--- config.mk ---
export PLATFORM = sky130hd
export DESIGN_NAME = cmpdc_top
export DESIGN_NICKNAME = d
export VERILOG_FILES = /design/src/include/cmpdc_pkg.sv /design/src/cmpdc_top.sv
export SDC_FILE = /design/constraint.sdc
export NUM_CORES = 1
export LEC_CHECK = 0
export ABC_AREA = 1
export BUFFER_PORTS_ARGS = -buffer_cell sky130_fd_sc_hd__buf_2
export CORE_MARGIN = 10
export CORE_UTILIZATION = 50
export CTS_CLUSTER_DIAMETER = 200
export DETAILED_ROUTE_END_ITERATION = 10
export PLACE_DENSITY = 0.73
export SYNTH_ARGS = -nofsm -noshare
export SYNTH_HDL_FRONTEND = slang
export SYNTH_SLANG_ARGS = --single-unit
--- constraint.sdc ---
create_clock -name core_clk -period 3.85 [get_ports core_clk]
set_clock_uncertainty 0.05 [all_clocks]
set_input_delay 0.77 -clock core_clk [delete_from_list [all_inputs] [get_ports core_clk]]
set_output_delay 0.77 -clock core_clk [all_outputs]
set_load 0.02 [all_outputs]
--- src/include/cmpdc_pkg.sv ---
// Package of constants and carriers for the comparator digital control
`default_nettype none
package cmpdc_pkg;
    // Register offsets
    localparam logic [3:0] CTRL0_OFS = 4'h0;
    localparam logic [3:0] CTRL1_OFS = 4'h1;
    localparam logic [3:0] PSEL_OFS = 4'h2;
    localparam logic [3:0] NSEL_OFS = 4'h3;
    localparam logic [3:0] SHOUT_OFS = 4'h4;
    localparam logic [3:0] IRQFLAG_OFS = 4'h5;
    localparam logic [3:0] IRQEN_OFS = 4'h6;
    localparam logic [3:0] IRQCTL_OFS = 4'h7;
    localparam logic [3:0] SHDN_OFS = 4'h8;
    localparam int CMP_STRIDE = 4'h9;
    // Control 0 fields
    localparam int ENABLE_BIT = 7;
    localparam int OUTPUT_BIT = 6;
    localparam int INVERT_BIT = 4;
    localparam int HYST_BIT = 1;
    localparam int SYNC_BIT = 0;
    // Control 1 fields
    localparam int RISE_BIT = 1;
    localparam int FALL_BIT = 0;
    // Irq control fields
    localparam int GIE_BIT = 7;
    localparam int PERIPHERAL_IRQ_ENABLE_BIT = 6;
    // Channel codes
    localparam logic [2:0] PCH_PIN = 3'h0;
    localparam logic [2:0] PCH_DAC = 3'h1;
    localparam logic [2:0] PCH_FREF = 3'h2;
    localparam logic [2:0] PCH_GND = 3'h3;
    localparam logic [2:0] NCH_PIN = 3'h0;
    localparam logic [2:0] NCH_FREF = 3'h1;
    localparam logic [2:0] NCH_GND = 3'h2;
    localparam logic [7:0] RESET_VAL = 8'h00;

    typedef struct packed {
        logic enable;
        logic invert;
        logic hyst;
        logic sync;
        logic riseEn;
        logic fallEn;
        logic irqEn;
        logic shdnEn;
        logic [2:0] posSel;
        logic [2:0] negSel;
    } cmpdc_ctrl_s;

    typedef struct packed {
        logic [1:0] syncPipe;
        logic latched;
        logic syncLatched;
        logic outPrev;
        logic flag;
    } cmpdc_chan_s;
endpackage : cmpdc_pkg
`default_nettype wire

--- src/cmpdc_top.sv ---
// Comparator digital control: registers, latching, edges and exports
`timescale 1ns/10ps
`default_nettype none
module cmpdc_top #(
    parameter int NUM_CMP = 2
) (
    // Clock and reset
    input wire logic core_clk,
    input wire logic rst_b,
    // Register port
    input wire logic [7:0] regAddr,
    input wire logic [7:0] regWrData,
    input wire logic regWrite,
    input wire logic regRead,
    output logic [7:0] regRdData,
    // Analog side
    input wire logic [NUM_CMP-1:0] cmpRaw,
    output logic [NUM_CMP-1:0] anaPowerOn,
    output logic [NUM_CMP*3-1:0] posChanSel,
    output logic [NUM_CMP*3-1:0] negChanSel,
    output logic [NUM_CMP-1:0] hystOn,
    // Timer1 side
    input wire logic timerClkPre,
    input wire logic sleepMode,
    input wire logic timerOnCoreClk,
    output logic [NUM_CMP-1:0] timerGateSrc,
    // Pin, waveform generator, processor
    output logic [NUM_CMP-1:0] pinOutSrc,
    output logic [NUM_CMP-1:0] wgShutdown,
    output logic irqReq,
    output logic wakeReq
);
    // Instance count check
    if (NUM_CMP < 1 || NUM_CMP > 2) begin : g_badCount
        $error("NUM_CMP must be 1 or 2");
    end

    // ****************************************
    // State
    // ****************************************
    typedef struct packed {
        cmpdc_pkg::cmpdc_ctrl_s [1:0] ctrl;
        cmpdc_pkg::cmpdc_chan_s [1:0] chan;
        logic global_irq_enable;
        logic peripheral_irq_enable;
        logic tmrPrev;
        logic [7:0] rdData;
        logic [1:0] pwr;
        logic [5:0] psel;
        logic [5:0] nsel;
        logic [1:0] hysO;
        logic [1:0] gate;
        logic [1:0] pin;
        logic [1:0] shdn;
        logic irq;
        logic wake;
    } cmpdc_state_s;

    cmpdc_state_s state_reg;
    cmpdc_state_s state_next;

    function automatic logic [7:0] readReg(input cmpdc_state_s s,
                                           input logic [7:0] a);
        logic [7:0] d;
        int i;
        d = 8'h00;
        for (i = 0; i < NUM_CMP; i++) begin
            if (a == 8'(i * cmpdc_pkg::CMP_STRIDE + cmpdc_pkg::CTRL0_OFS)) begin
                d[cmpdc_pkg::ENABLE_BIT] = s.ctrl[i].enable;
                d[cmpdc_pkg::OUTPUT_BIT] = s.chan[i].outPrev;
                d[cmpdc_pkg::INVERT_BIT] = s.ctrl[i].invert;
                d[cmpdc_pkg::HYST_BIT] = s.ctrl[i].hyst;
                d[cmpdc_pkg::SYNC_BIT] = s.ctrl[i].sync;
            end
            if (a == 8'(i * cmpdc_pkg::CMP_STRIDE + cmpdc_pkg::CTRL1_OFS)) begin
                d[cmpdc_pkg::RISE_BIT] = s.ctrl[i].riseEn;
                d[cmpdc_pkg::FALL_BIT] = s.ctrl[i].fallEn;
            end
            if (a == 8'(i * cmpdc_pkg::CMP_STRIDE + cmpdc_pkg::PSEL_OFS)) begin
                d[2:0] = s.ctrl[i].posSel;
            end
            if (a == 8'(i * cmpdc_pkg::CMP_STRIDE + cmpdc_pkg::NSEL_OFS)) begin
                d[2:0] = s.ctrl[i].negSel;
            end
            if (a == 8'(i * cmpdc_pkg::CMP_STRIDE + cmpdc_pkg::SHDN_OFS)) begin
                d[0] = s.ctrl[i].shdnEn;
            end
            if (a == 8'(cmpdc_pkg::SHOUT_OFS)) begin
                d[i] = s.chan[i].outPrev;
            end
            if (a == 8'(cmpdc_pkg::IRQFLAG_OFS)) begin
                d[i] = s.chan[i].flag;
            end
            if (a == 8'(cmpdc_pkg::IRQEN_OFS)) begin
                d[i] = s.ctrl[i].irqEn;
            end
        end
        if (a == 8'(cmpdc_pkg::IRQCTL_OFS)) begin
            d[cmpdc_pkg::GIE_BIT] = s.global_irq_enable;
            d[cmpdc_pkg::PERIPHERAL_IRQ_ENABLE_BIT] = s.peripheral_irq_enable;
        end
        return d;
    endfunction : readReg

    function automatic logic hitReg(input logic [7:0] a, input int i,
                                    input logic [3:0] ofs);
        return a == 8'(i * cmpdc_pkg::CMP_STRIDE + ofs);
    endfunction : hitReg

    // ****************************************
    // Next state
    // ****************************************
    always_comb begin
        logic shownOut;
        logic rise;
        logic fall;
        logic tmrFall;
        logic anyIrq;
        int i;
        shownOut = 1'b0;
        rise = 1'b0;
        fall = 1'b0;
        anyIrq = 1'b0;
        i = 0;
        state_next = state_reg;
        tmrFall = state_reg.tmrPrev & ~timerClkPre;
        state_next.tmrPrev = timerClkPre;
        state_next.rdData = regRead ? readReg(state_reg, regAddr) : 8'h00;
        if (regWrite && regAddr == 8'(cmpdc_pkg::IRQCTL_OFS)) begin
            state_next.global_irq_enable = regWrData[cmpdc_pkg::GIE_BIT];
            state_next.peripheral_irq_enable = regWrData[cmpdc_pkg::PERIPHERAL_IRQ_ENABLE_BIT];
        end
        for (i = 0; i < NUM_CMP; i++) begin
            if (regWrite && hitReg(regAddr, i, cmpdc_pkg::CTRL0_OFS)) begin
                state_next.ctrl[i].enable = regWrData[cmpdc_pkg::ENABLE_BIT];
                state_next.ctrl[i].invert = regWrData[cmpdc_pkg::INVERT_BIT];
                state_next.ctrl[i].hyst = regWrData[cmpdc_pkg::HYST_BIT];
                state_next.ctrl[i].sync = regWrData[cmpdc_pkg::SYNC_BIT];
            end
            if (regWrite && hitReg(regAddr, i, cmpdc_pkg::CTRL1_OFS)) begin
                state_next.ctrl[i].riseEn = regWrData[cmpdc_pkg::RISE_BIT];
                state_next.ctrl[i].fallEn = regWrData[cmpdc_pkg::FALL_BIT];
            end
            if (regWrite && hitReg(regAddr, i, cmpdc_pkg::PSEL_OFS)) begin
                state_next.ctrl[i].posSel = regWrData[2:0];
            end
            if (regWrite && hitReg(regAddr, i, cmpdc_pkg::NSEL_OFS)) begin
                state_next.ctrl[i].negSel = regWrData[2:0];
            end
            if (regWrite && hitReg(regAddr, i, cmpdc_pkg::SHDN_OFS)) begin
                state_next.ctrl[i].shdnEn = regWrData[0];
            end
            if (regWrite && regAddr == 8'(cmpdc_pkg::IRQEN_OFS)) begin
                state_next.ctrl[i].irqEn = regWrData[i];
            end
            // Synchroniser then per-cycle latch
            state_next.chan[i].syncPipe = {state_reg.chan[i].syncPipe[0],
                                           cmpRaw[i]};
            // Raw high when positive exceeds negative; gated and inverted
            state_next.chan[i].latched = (state_reg.chan[i].syncPipe[1]
                & state_reg.ctrl[i].enable)
                ^ state_reg.ctrl[i].invert;
            if (tmrFall && !(sleepMode && timerOnCoreClk)) begin
                state_next.chan[i].syncLatched =
                    state_reg.chan[i].latched;
            end
            shownOut = state_reg.ctrl[i].sync ?
                state_reg.chan[i].syncLatched : state_reg.chan[i].latched;
            state_next.chan[i].outPrev = shownOut;
            rise = shownOut & ~state_reg.chan[i].outPrev;
            fall = ~shownOut & state_reg.chan[i].outPrev;
            if (regWrite && regAddr == 8'(cmpdc_pkg::IRQFLAG_OFS)) begin
                state_next.chan[i].flag = regWrData[i];
            end
            if ((rise && state_reg.ctrl[i].riseEn)
                || (fall && state_reg.ctrl[i].fallEn)) begin
                state_next.chan[i].flag = 1'b1;
            end
            if (state_next.chan[i].flag && state_next.ctrl[i].irqEn) begin
                anyIrq = 1'b1;
            end
            state_next.pwr[i] = state_next.ctrl[i].enable;
            state_next.psel[i*3 +: 3] = state_next.ctrl[i].enable ?
                state_next.ctrl[i].posSel : cmpdc_pkg::PCH_GND;
            state_next.nsel[i*3 +: 3] = state_next.ctrl[i].enable ?
                state_next.ctrl[i].negSel : cmpdc_pkg::NCH_GND;
            state_next.hysO[i] = state_next.ctrl[i].hyst
                & state_next.ctrl[i].enable;
            state_next.gate[i] = shownOut;
            state_next.pin[i] = shownOut;
            state_next.shdn[i] = shownOut & state_reg.ctrl[i].shdnEn;
        end
        state_next.irq = anyIrq & state_next.global_irq_enable & state_next.peripheral_irq_enable;
        state_next.wake = anyIrq;
    end

    // ****************************************
    // Registers
    // ****************************************
    always_ff @(posedge core_clk or negedge rst_b) begin
        if (!rst_b) begin
            state_reg <= '0;
            state_reg.psel <= {2{cmpdc_pkg::PCH_GND}};
            state_reg.nsel <= {2{cmpdc_pkg::NCH_GND}};
        end else begin
            state_reg <= state_next;
        end
    end

    // ****************************************
    // Outputs
    // ****************************************
    assign regRdData = state_reg.rdData;
    assign anaPowerOn = state_reg.pwr[NUM_CMP-1:0];
    assign posChanSel = state_reg.psel[NUM_CMP*3-1:0];
    assign negChanSel = state_reg.nsel[NUM_CMP*3-1:0];
    assign hystOn = state_reg.hysO[NUM_CMP-1:0];
    assign timerGateSrc = state_reg.gate[NUM_CMP-1:0];
    assign pinOutSrc = state_reg.pin[NUM_CMP-1:0];
    assign wgShutdown = state_reg.shdn[NUM_CMP-1:0];
    assign irqReq = state_reg.irq;
    assign wakeReq = state_reg.wake;
endmodule : cmpdc_top
`default_nettype wire

==> impl_metrics.json, run 1 <==
{
  "status": "finished, final reports clean",
  "crit_arrival_ns": 2.28,
  "vias": 2299,
  "total_power_uw": 1420,
  "root_buffer": "clkbuf_8",
  "final_critical_path_setup_slack_ns": 1.71,
  "area_growth_pct": 9.51,
  "final_cells": 463,
  "clock_latency_ns": 0.35,
  "ios": 57,
  "synth-seq-area-share_pct": 53.3,
  "vdd_drop_max_v": 0.000232,
  "drtIter0Drc": 100,
  "layout-drive-gt1-share_pct": 28.4,
  "setup_viol": 0,
  "syn_area_um2": 3160,
  "cp_top_family": "compound AO/OA/AOI/OAI gates",
  "dr_wl_met3_um": 499,
  "relSlewSlack_pct": 52.1,
  "yosysUniqueCellTypes": 40,
  "critPathCaptureType": "register",
  "crit-reg2reg-launch": "state_reg[57]",
  "worst_pin_slew_ns": 0.714,
  "htreeDepth": 3,
  "clock_path_buffers": 2,
  "grt_pass1_vias": 2450,
  "via_per_inst": 4.97,
  "grt_max_degree": 31,
  "dr_wl_met2_mm": 3.34,
  "initial_core_util_pct": 52.4,
  "r2r_slack_ns": 2.41,
  "dieArea_um2": 9900,
  "cts_tree": "yes",
  "cpPeakStageDelay_ns": 0.64,
  "ys_warn_count": 0,
  "criticalPathCategory": "input port to register",
  "hold_buffers": 0,
  "syn_inst": 349,
  "max_freq_mhz": 466,
  "power.density_nw_per_um2": 411,
  "hold_path.class": "input port to async pin",
  "cp_common_cell": "inv_1",
  "grt.overflow.total": 0,
  "dpl.cell_count": 447,
  "final_nets": 408,
  "postCtsSetupBuffers": 0,
  "finalWorstPathRequiredPeriod_ns": 2.14,
  "crit_chain": "buf_2 -> inv_1 -> nand2_1 -> inv_1 -> nand4_2 -> o21ai_1 -> a211oi_1",
  "die_y_um": 99.5,
  "grt_use_total_pct": 15.4,
  "wl_per_cell_um": 15.2,
  "firstDrtPassIters": 4,
  "crit_fanout": 8,
  "pre_cts_ws_ns": 1.40,
  "std_cell_rows": 28,
  "slowest_stage": "o21ai_1",
  "highest_layer": "met4",
  "drv_cap": 0,
  "start_kind": "input port",
  "cts-resized-gates": 0,
  "rsz0062_at_grt": "no",
  "grt_pass1_wl_mm": 12.1,
  "antenna_cells": 0,
  "finalHoldViolations": 0,
  "timing.rr.end": "irqReq",
  "finalSetupTns_ns": 0,
  "die_x_um": 99.5,
  "syn_avg_cell_area_um2": 9.05,
  "core_um2": 6030,
  "drtAntennaViolNets": 0,
  "dp_hpwl_mm": 5.40,
  "port-buffer-count": 52,
  "crit_buf_inv": 3,
  "drcViolationCount": 0,
  "drt-met1-wl_mm": 3.08,
  "cts_buffers": 9,
  "fin_util_pct": 57.4,
  "synth_seq_cells": 67,
  "worst_r2r_path_depth": 8,
  "post-route-period-util_pct": 55.7,
  "largest_reg_flops": 39,
  "path_clk_slew_ns": 0.07,
  "gp_congestion": 0.860,
  "drt_wl_total_mm": 7.05,
  "slew_viol_final": 0,
  "cts.sinks": 67,
  "antenna_found_initial": 0,
  "worstPathRequired_ns": 3.98,
  "p_leak_uw": 0.00176
}
## layout make-up
type,count,area [um2]
clock inverters,5,30.0
multi-input cells,204,1070
repair buffers,54,275
well taps,75,93.8
fillers,560,2570
flip-flops and latches,67,1680
inverters,47,179
clock buffers,11,131
## synthesized netlist by cell type (all sizes together)
cell type / count / share of area, %
dfstp: 6 / 5.0
a21oi: 13 / 2.1
nor3b: 1 / 0.24
nor2: 28 / 4.7
clkinv: 1 / 0.12
inv: 46 / 5.5
nand2: 86 / 11
conb: 1 / 0.12
and3: 1 / 0.20
o21ai: 32 / 5.4
o31ai: 1 / 0.24
a211oi: 1 / 0.24
or2: 8 / 1.6
nand3b: 2 / 0.48
nand4: 6 / 1.9
o2111ai: 2 / 0.95
dfrtp: 61 / 48
o211ai: 1 / 0.24
a31oi: 1 / 0.20
o21a: 2 / 0.48
o221ai: 1 / 0.28
and2: 2 / 0.40
nand3: 9 / 1.4
buf: 31 / 7.3
clkbuf: 1 / 0.12
xnor2: 2 / 0.55
nor4: 1 / 0.67
nor3: 2 / 0.48
## layout by cell type (no fill, tap or decap), drive strengths merged, types with 4 or more instances in the layout
master,count
nand2,86
dfrtp,61
nand4,6
a21oi,13
buf,54
inv,46
nor2,28
o21ai,32
dfstp,6
or2,8
nand3,9
clkbuf,11
clkinv,4
## worst max path at each step
stage	start	slack, ns	endpoint	cells after the start
6_report	regAddr[1]	1.71	posChanSel[5]	7
5_1_grt	regAddr[1]	1.58	hystOn[1]	7
4_1_cts	regAddr[1]	1.75	posChanSel[5]	7
3_5_place_dp	regAddr[1]	1.40	negChanSel[3]	7
3_3_place_gp	regAddr[1]	1.42	hystOn[1]	7
2_1_floorplan	regAddr[7]	1.93	posChanSel[4]	11
## per-layer routing
metal  vias to the layer above  track usage [%]
li1                       1137                -
met3                        11             4.84
met2                        57             24.3
met5                         -                0
met1                      1094             18.4
met4                         0             8.05
## cells by family (layout without fill, tap and decap cells)
logic type | Yosys count | in the layout | share of synthesized area, %
other | 1 | 2 | 0.119
buffers and inverters | 79 | 117 | 13.1
and+or+nand+nor | 146 | 146 | 22.9
AOI/OAI and AO/OA | 54 | 54 | 10.1
DFF | 67 | 67 | 53.3
xor gates and xnor gates | 2 | 2 | 0.555
## power by group
part	total, uW	switching (uW)	internal (uW)
combinational	158	109	48.9
clock	494	264	230
sequential	768	20.5	747
## worst register-to-register path, cell delays in order (launching register included)
cell,delay (ns)
dfrtp_1,0.42
nand2_1,0.08
o21a_1,0.19
inv_1,0.08
nand3_1,0.08
o2111ai_2,0.13
nand2_1,0.09
nand2_1,0.08
and3_1,0.15
## metrics by stage
step | hold slack, ns | area, um2
floorplan | 0.281 | 3160
global placement | 0.283 | 3300
detailed placement | 0.287 | 3300
CTS | 0.229 | 3460
global route | 0.233 | 3460
finish | 0.230 | 3460
No activity file was read; power rests on OpenSTA's default activity.
==> run 2, diff against run 1 <==
==> constraint.sdc (replaced) <==
create_clock -name core_clk -period 2.07 [get_ports core_clk]
set_clock_uncertainty 0.05 [all_clocks]
set_input_delay 0.414 -clock core_clk [delete_from_list [all_inputs] [get_ports core_clk]]
set_output_delay 0.414 -clock core_clk [all_outputs]
set_load 0.02 [all_outputs]
==> run 2 against run 1 <==
Net effect:
- cell count rose by 0.65%
- worst setup slack worse by 1.2 ns
- critical path depth up 5
- worst hold slack lost 0.20 ns
- die area did not move
- clock power rose by 130%
- register-to-register slack worse by 1.8 ns
- utilization grew 1.4 points
- design area increased by 2.5%
- largest cell class unchanged
==> impl_metrics.json, run 2 (same netlist as run 1, synthesis figures left out) <==
{
  "dp_hpwl_mm": 5.26,
  "htreeDepth": 3,
  "final_cell_mix": "nand2_1, dfrtp_1, buf_2",
  "vdd_drop_max_v": 0.000545,
  "hold_path.class": "input port to async pin",
  "start_kind": "input port",
  "fin_area_um2": 3550,
  "drtAntennaViolNets": 0,
  "path_clk_slew_ns": 0.07,
  "setup_viol": 0,
  "cts_tree": "yes",
  "cts_buffers": 9,
  "initial_core_util_pct": 52.4,
  "post-route-period-util_pct": 74.4,
  "criticalPathCategory": "input port to register",
  "cts-resized-gates": 0,
  "dieArea_um2": 9900,
  "power.density_nw_per_um2": 808,
  "die_x_um": 99.5,
  "antenna_cells": 0,
  "die_y_um": 99.5,
  "clock_path_buffers": 2,
  "clock_latency_ns": 0.34,
  "crit_fanout": 5,
  "vias": 2294,
  "via_per_inst": 4.92,
  "final_common_cell": "nand2_1",
  "drtIter0Drc": 102,
  "rsz0062_at_grt": "no",
  "timing.rr.end": "irqReq",
  "finalWorstPathRequiredPeriod_ns": 1.54,
  "cts.sinks": 67,
  "wl_per_cell_um": 14.9,
  "crit-reg2reg-launch": "state_reg[57]",
  "worstPathRequired_ns": 2.27,
  "antenna_found_initial": 0,
  "slew_viol_final": 0,
  "grt_use_total_pct": 14.8,
  "largest_reg_flops": 39,
  "drt_wl_total_mm": 6.95,
  "grt_pass1_vias": 2414,
  "postCtsSetupBuffers": 0,
  "final_nets": 411,
  "placed_area_um2": 3330,
  "crit_arrival_ns": 1.74,
  "port-buffer-count": 52,
  "core_um2": 6030,
  "drcViolationCount": 0,
  "hold_buffers": 0,
  "finalSetupTns_ns": 0,
  "layout-drive-gt1-share_pct": 29.4,
  "grt.overflow.total": 0,
  "std_cell_rows": 28,
  "root_buffer": "clkbuf_8",
  "status": "finished, final reports clean",
  "ios": 57,
  "critPathCaptureType": "register",
  "finalHoldViolations": 0,
  "max_freq_mhz": 649,
  "gp_congestion": 0.871,
  "worst_r2r_path_depth": 8,
  "firstDrtPassIters": 4,
  "drv_cap": 0,
  "grt_max_degree": 68,
  "grt_pass1_wl_mm": 11.8,
  "area_growth_pct": 12.2,
  "p_leak_uw": 0.00181,
  "r2r_slack_ns": 0.63
}
[run 2: changes by cell type in the layout (fill, tap and decap cells not counted), sizes merged]
cell / change
clkbuf: +1
clkinvlp: -1
buf: +3
bufinv: +1
clkinv: -1
[run 2: routing by layer]
layer / up-vias / global-route usage, % / part of all wire (%)
met5: - / 0 / 0
met4: 0 / 7.83 / 2.3
met3: 12 / 3.74 / 5.7
met2: 55 / 23.5 / 47
met1: 1075 / 18.1 / 45
li1: 1152 / - / -
[run 2: how the worst max path moves through the flow]
stage	start	endpoint	slack, ns	cells after the start
global placement	regAddr[7]	regRdData[0]	0.22	12
floorplan	regAddr[7]	posChanSel[4]	0.50	11
finish	regAddr[7]	regRdData[0]	0.53	12
CTS	regAddr[7]	regRdData[0]	0.51	12
global route	regAddr[5]	regRdData[0]	0.32	12
detailed placement	regAddr[7]	regRdData[0]	0.16	12
[run 2: final cells by class]
cell class,count,area [um2]
sequential,67,1680
clock buffer,12,165
fill,551,2480
tap,75,93.8
multi-input combinational,204,1070
inverter,47,179
clock inverter,4,47.5
timing repair buffer,57,310
[run 2: worst max-delay path, stage by stage]
cell and delay, ns:
buf_2 0.11, nor2_4 0.17, nand2_4 0.12, nor2_2 0.27, nand2_1 0.09, nand3_1 0.08, nand2_1 0.07, nand4_1 0.08
nor2_1 0.04, nand4_1 0.09, nand2_1 0.06, a21oi_1 0.15
[run 2: through the flow]
step                      util [%]  cells  total power [uW]  setup WS (ns)  hold WS, ns
after floorplan                  -    350              1660          0.504       0.0684
after global placement        55.3    450              1750          0.224        0.283
after detailed placement      55.3    450              1750          0.163        0.287
after CTS                     58.8    466              2890          0.512       0.0444
after global routing          58.8    466              2980          0.324       0.0486
final                         58.8    466              2860          0.530       0.0294
[run 2: report_power, final]
group	switching [uW]	total [uW]	internal, uW
registers	39.3	1430	1390
logic	202	297	95.0
clock network	488	1140	651
==> run 3, diff against run 2 <==
--- a/config.mk
+++ b/config.mk
@@ -5,7 +5,7 @@
 export SDC_FILE = /design/constraint.sdc
 export NUM_CORES = 1
 export LEC_CHECK = 0
-export ABC_AREA = 1
+export ABC_AREA = 0
 export BUFFER_PORTS_ARGS = -buffer_cell sky130_fd_sc_hd__buf_2
 export CORE_MARGIN = 10
 export CORE_UTILIZATION = 50
==> constraint.sdc (replaced) <==
create_clock -name core_clk -period 1.5 [get_ports core_clk]
set_clock_uncertainty 0.05 [all_clocks]
set_input_delay 0.3 -clock core_clk [delete_from_list [all_inputs] [get_ports core_clk]]
set_output_delay 0.3 -clock core_clk [all_outputs]
set_load 0.02 [all_outputs]
==> run 3 against run 2 <==
Net effect:
- the run now ends with setup timing left
- worst setup slack got worse by 0.70 ns
- design area grew 18%
- synthesized cell count shrank 26%
- largest power group unchanged
==> impl_metrics.json, run 3 <==
{
  "final_cell_mix": "dfrtp_1, buf_2, buf_4",
  "start_kind": "input port",
  "largest_reg_flops": 39,
  "synth_seq_cells": 67,
  "gp_congestion": 0.952,
  "grt_use_total_pct": 15.7,
  "worst_r2r_path_depth": 5,
  "ys.flop_type": "dfrtp_1",
  "synth_xor_area_share_pct": 0.555,
  "criticalPathCategory": "input port to register",
  "grt.overflow.total": 0,
  "post-route-period-util_pct": 112,
  "syn_avg_cell_area_um2": 12.2,
  "setup_viol": 29,
  "synth.area.top_cells": "dfrtp_1, buf_4, mux2_1, dfstp_2, mux2_2",
  "die_y_um": 99.5,
  "grt_max_degree": 68,
  "synth_commonest_cells": "dfrtp_1, buf_4, mux2_1, inv_1, nand2_1",
  "die_x_um": 99.5,
  "final_common_cell": "dfrtp_1",
  "dp_hpwl_mm": 5.49,
  "clock_latency_ns": 0.33,
  "final_cells": 422,
  "synth_compound_area_share_pct": 6.85,
  "r2r_slack_ns": -0.12,
  "syn_area_um2": 3160,
  "use_met1_pct": 20.2,
  "clock_path_buffers": 2,
  "area_growth_pct": 32.0,
  "antenna_cells": 0,
  "crit_fanout": 8,
  "drv_cap": 0,
  "synthMuxAreaShare_pct": 15.5,
  "synth_edf_count": 0,
  "synth-seq-area-share_pct": 53.3,
  "finalWorstPathRequiredPeriod_ns": 1.67,
  "vdd_drop_max_v": 0.000682,
  "worstPathRequired_ns": 1.67,
  "grt_pass1_vias": 2328,
  "drt_wl_total_mm": 7.62,
  "crit_arrival_ns": 1.85,
  "dpl.cell_count": 394,
  "violations": "setup timing",
  "firstDrtPassIters": 4,
  "initial_core_util_pct": 52.4,
  "antenna_found_initial": 0,
  "grt-busiest-layer": "met2",
  "root_buffer": "clkbuf_8",
  "wl_per_cell_um": 18.0,
  "power.density_nw_per_um2": 895,
  "std_cell_rows": 28,
  "synth_top_family_by_area": "multiplexers",
  "hold_path.class": "input port to register",
  "syn_inst": 259,
  "cts.sinks": 67,
  "rsz0062_at_grt": "yes",
  "layout-drive-gt1-share_pct": 57.3,
  "holdPathStages": 1,
  "ys_warn_count": 0,
  "drtAntennaViolNets": 0,
  "path_clk_slew_ns": 0.06,
  "use_met2_pct": 24.0,
  "grt_pass1_wl_mm": 12.2,
  "port-buffer-count": 52,
  "finalHoldViolations": 0,
  "final_nets": 367,
  "yosysTopAreaCellShare_pct": 48.3,
  "via_per_inst": 5.30,
  "vias": 2238,
  "drcViolationCount": 0,
  "final_critical_path_setup_slack_ns": -0.175,
  "slew_viol_final": 0,
  "core_um2": 6030,
  "async_flop_share_pct": 100,
  "fin_area_um2": 4170,
  "use_met3_pct": 4.91,
  "synth-simple-area-share_pct": 13.9,
  "max_freq_mhz": 597,
  "synth_adder_area_share_pct": 0,
  "synth.most_common_cell": "dfrtp_1",
  "p_leak_uw": 0.00205,
  "cts_tree": "yes",
  "ios": 57,
  "placed_area_um2": 3640,
  "yosys.area.top_type": "dfrtp_1",
  "dieArea_um2": 9900,
  "critPathCaptureType": "register",
  "status": "finished with violations",
  "htreeDepth": 3,
  "drtIter0Drc": 128,
  "yosysUniqueCellTypes": 52,
  "cts_buffers": 9
}
[run 3: cell types whose count changed in the layout (fill, tap and decap cells not counted), moves of 9 or more]
cell	before	now
a21oi_1	13	4
mux2_4	0	15
inv_1	32	8
buf_4	4	47
inv_2	13	3
o21ai_1	14	0
nor2_1	19	6
o21ai_0	15	3
nand2_1	82	9
[run 3: routing by layer]
| layer | vias up | routed length (um) | part of all wire, % |
|---|---|---|---|
| met3 | 12 | 412 | 5.4 |
| met5 | - | 0 | 0 |
| li1 | 1045 | - | - |
| met1 | 1120 | 3400 | 45 |
| met4 | 0 | 136 | 1.8 |
| met2 | 61 | 3660 | 48 |
[run 3: worst paths after layout]
path,start,endpoint
worst max-delay path,regAddr[5],posChanSel[5]
worst min-delay path,timerClkPre,state_reg[32]
worst max register to register,state_reg[57],irqReq
worst min register to register,state_next[40],state_reg[40]
max in group asynchronous,rst_b,posChanSel[4]
min in group asynchronous,rst_b,negChanSel[0]
[run 3: final cells by class]
class / count / area, um2
well taps: 75 / 93.8
inverters: 11 / 41.3
repair buffers: 110 / 768
fillers: 455 / 1860
clock inverters: 4 / 26.3
clock buffers: 12 / 145
multi-input cells: 143 / 1410
flip-flops and latches: 67 / 1680
[run 3: cell families (layout without fill, tap and decap cells)]
family | count (synthesis) | after routing
DFF | 67 | 67
AOI/OAI and AO/OA | 30 | 30
muxes | 41 | 41
xor gates and xnor gates | 2 | 2
buffers and inverters | 50 | 137
and+or+nand+nor | 68 | 68
other | 1 | 2
[run 3: what timing repair did]
action                                 in CTS  in global routing
resized for setup                          39                 27
endpoints found under the hold margin      61                  2
pin swaps                                  12                  6
buffers inserted                            3                  7
setup endpoints to repair                  29                 38
hold buffers                                1                  2
cloned                                      0                  0
[run 3: critical path, stage by stage]
cell and delay (ns):
buf_8 0.09, or4_4 0.58, nor2_4 0.18, nand3_4 0.11
mux2_4 0.39, and2_4 0.18
[run 3: report_power, final]
part | internal (uW) | leakage, uW | switching [uW]
sequential | 1890 | 0.000887 | 51.7
clock | 643 | 0.0000863 | 640
combinational | 245 | 0.00107 | 263
[run 3: stage by stage]
step	setup TNS, ns	hold WS [ns]	power [uW]	utilization [%]	setup WS, ns
after floorplan	-5.62	-0.0456	2190	-	-0.268
after global placement	-19.01	0.282	2390	60.4	-0.520
after detailed placement	-19.47	0.285	2400	60.4	-0.528
after CTS	-1.60	0.00459	3740	66.3	-0.141
after global routing	-3.51	0.0140	3930	69.2	-0.193
final	-2.29	0.0396	3730	69.2	-0.175
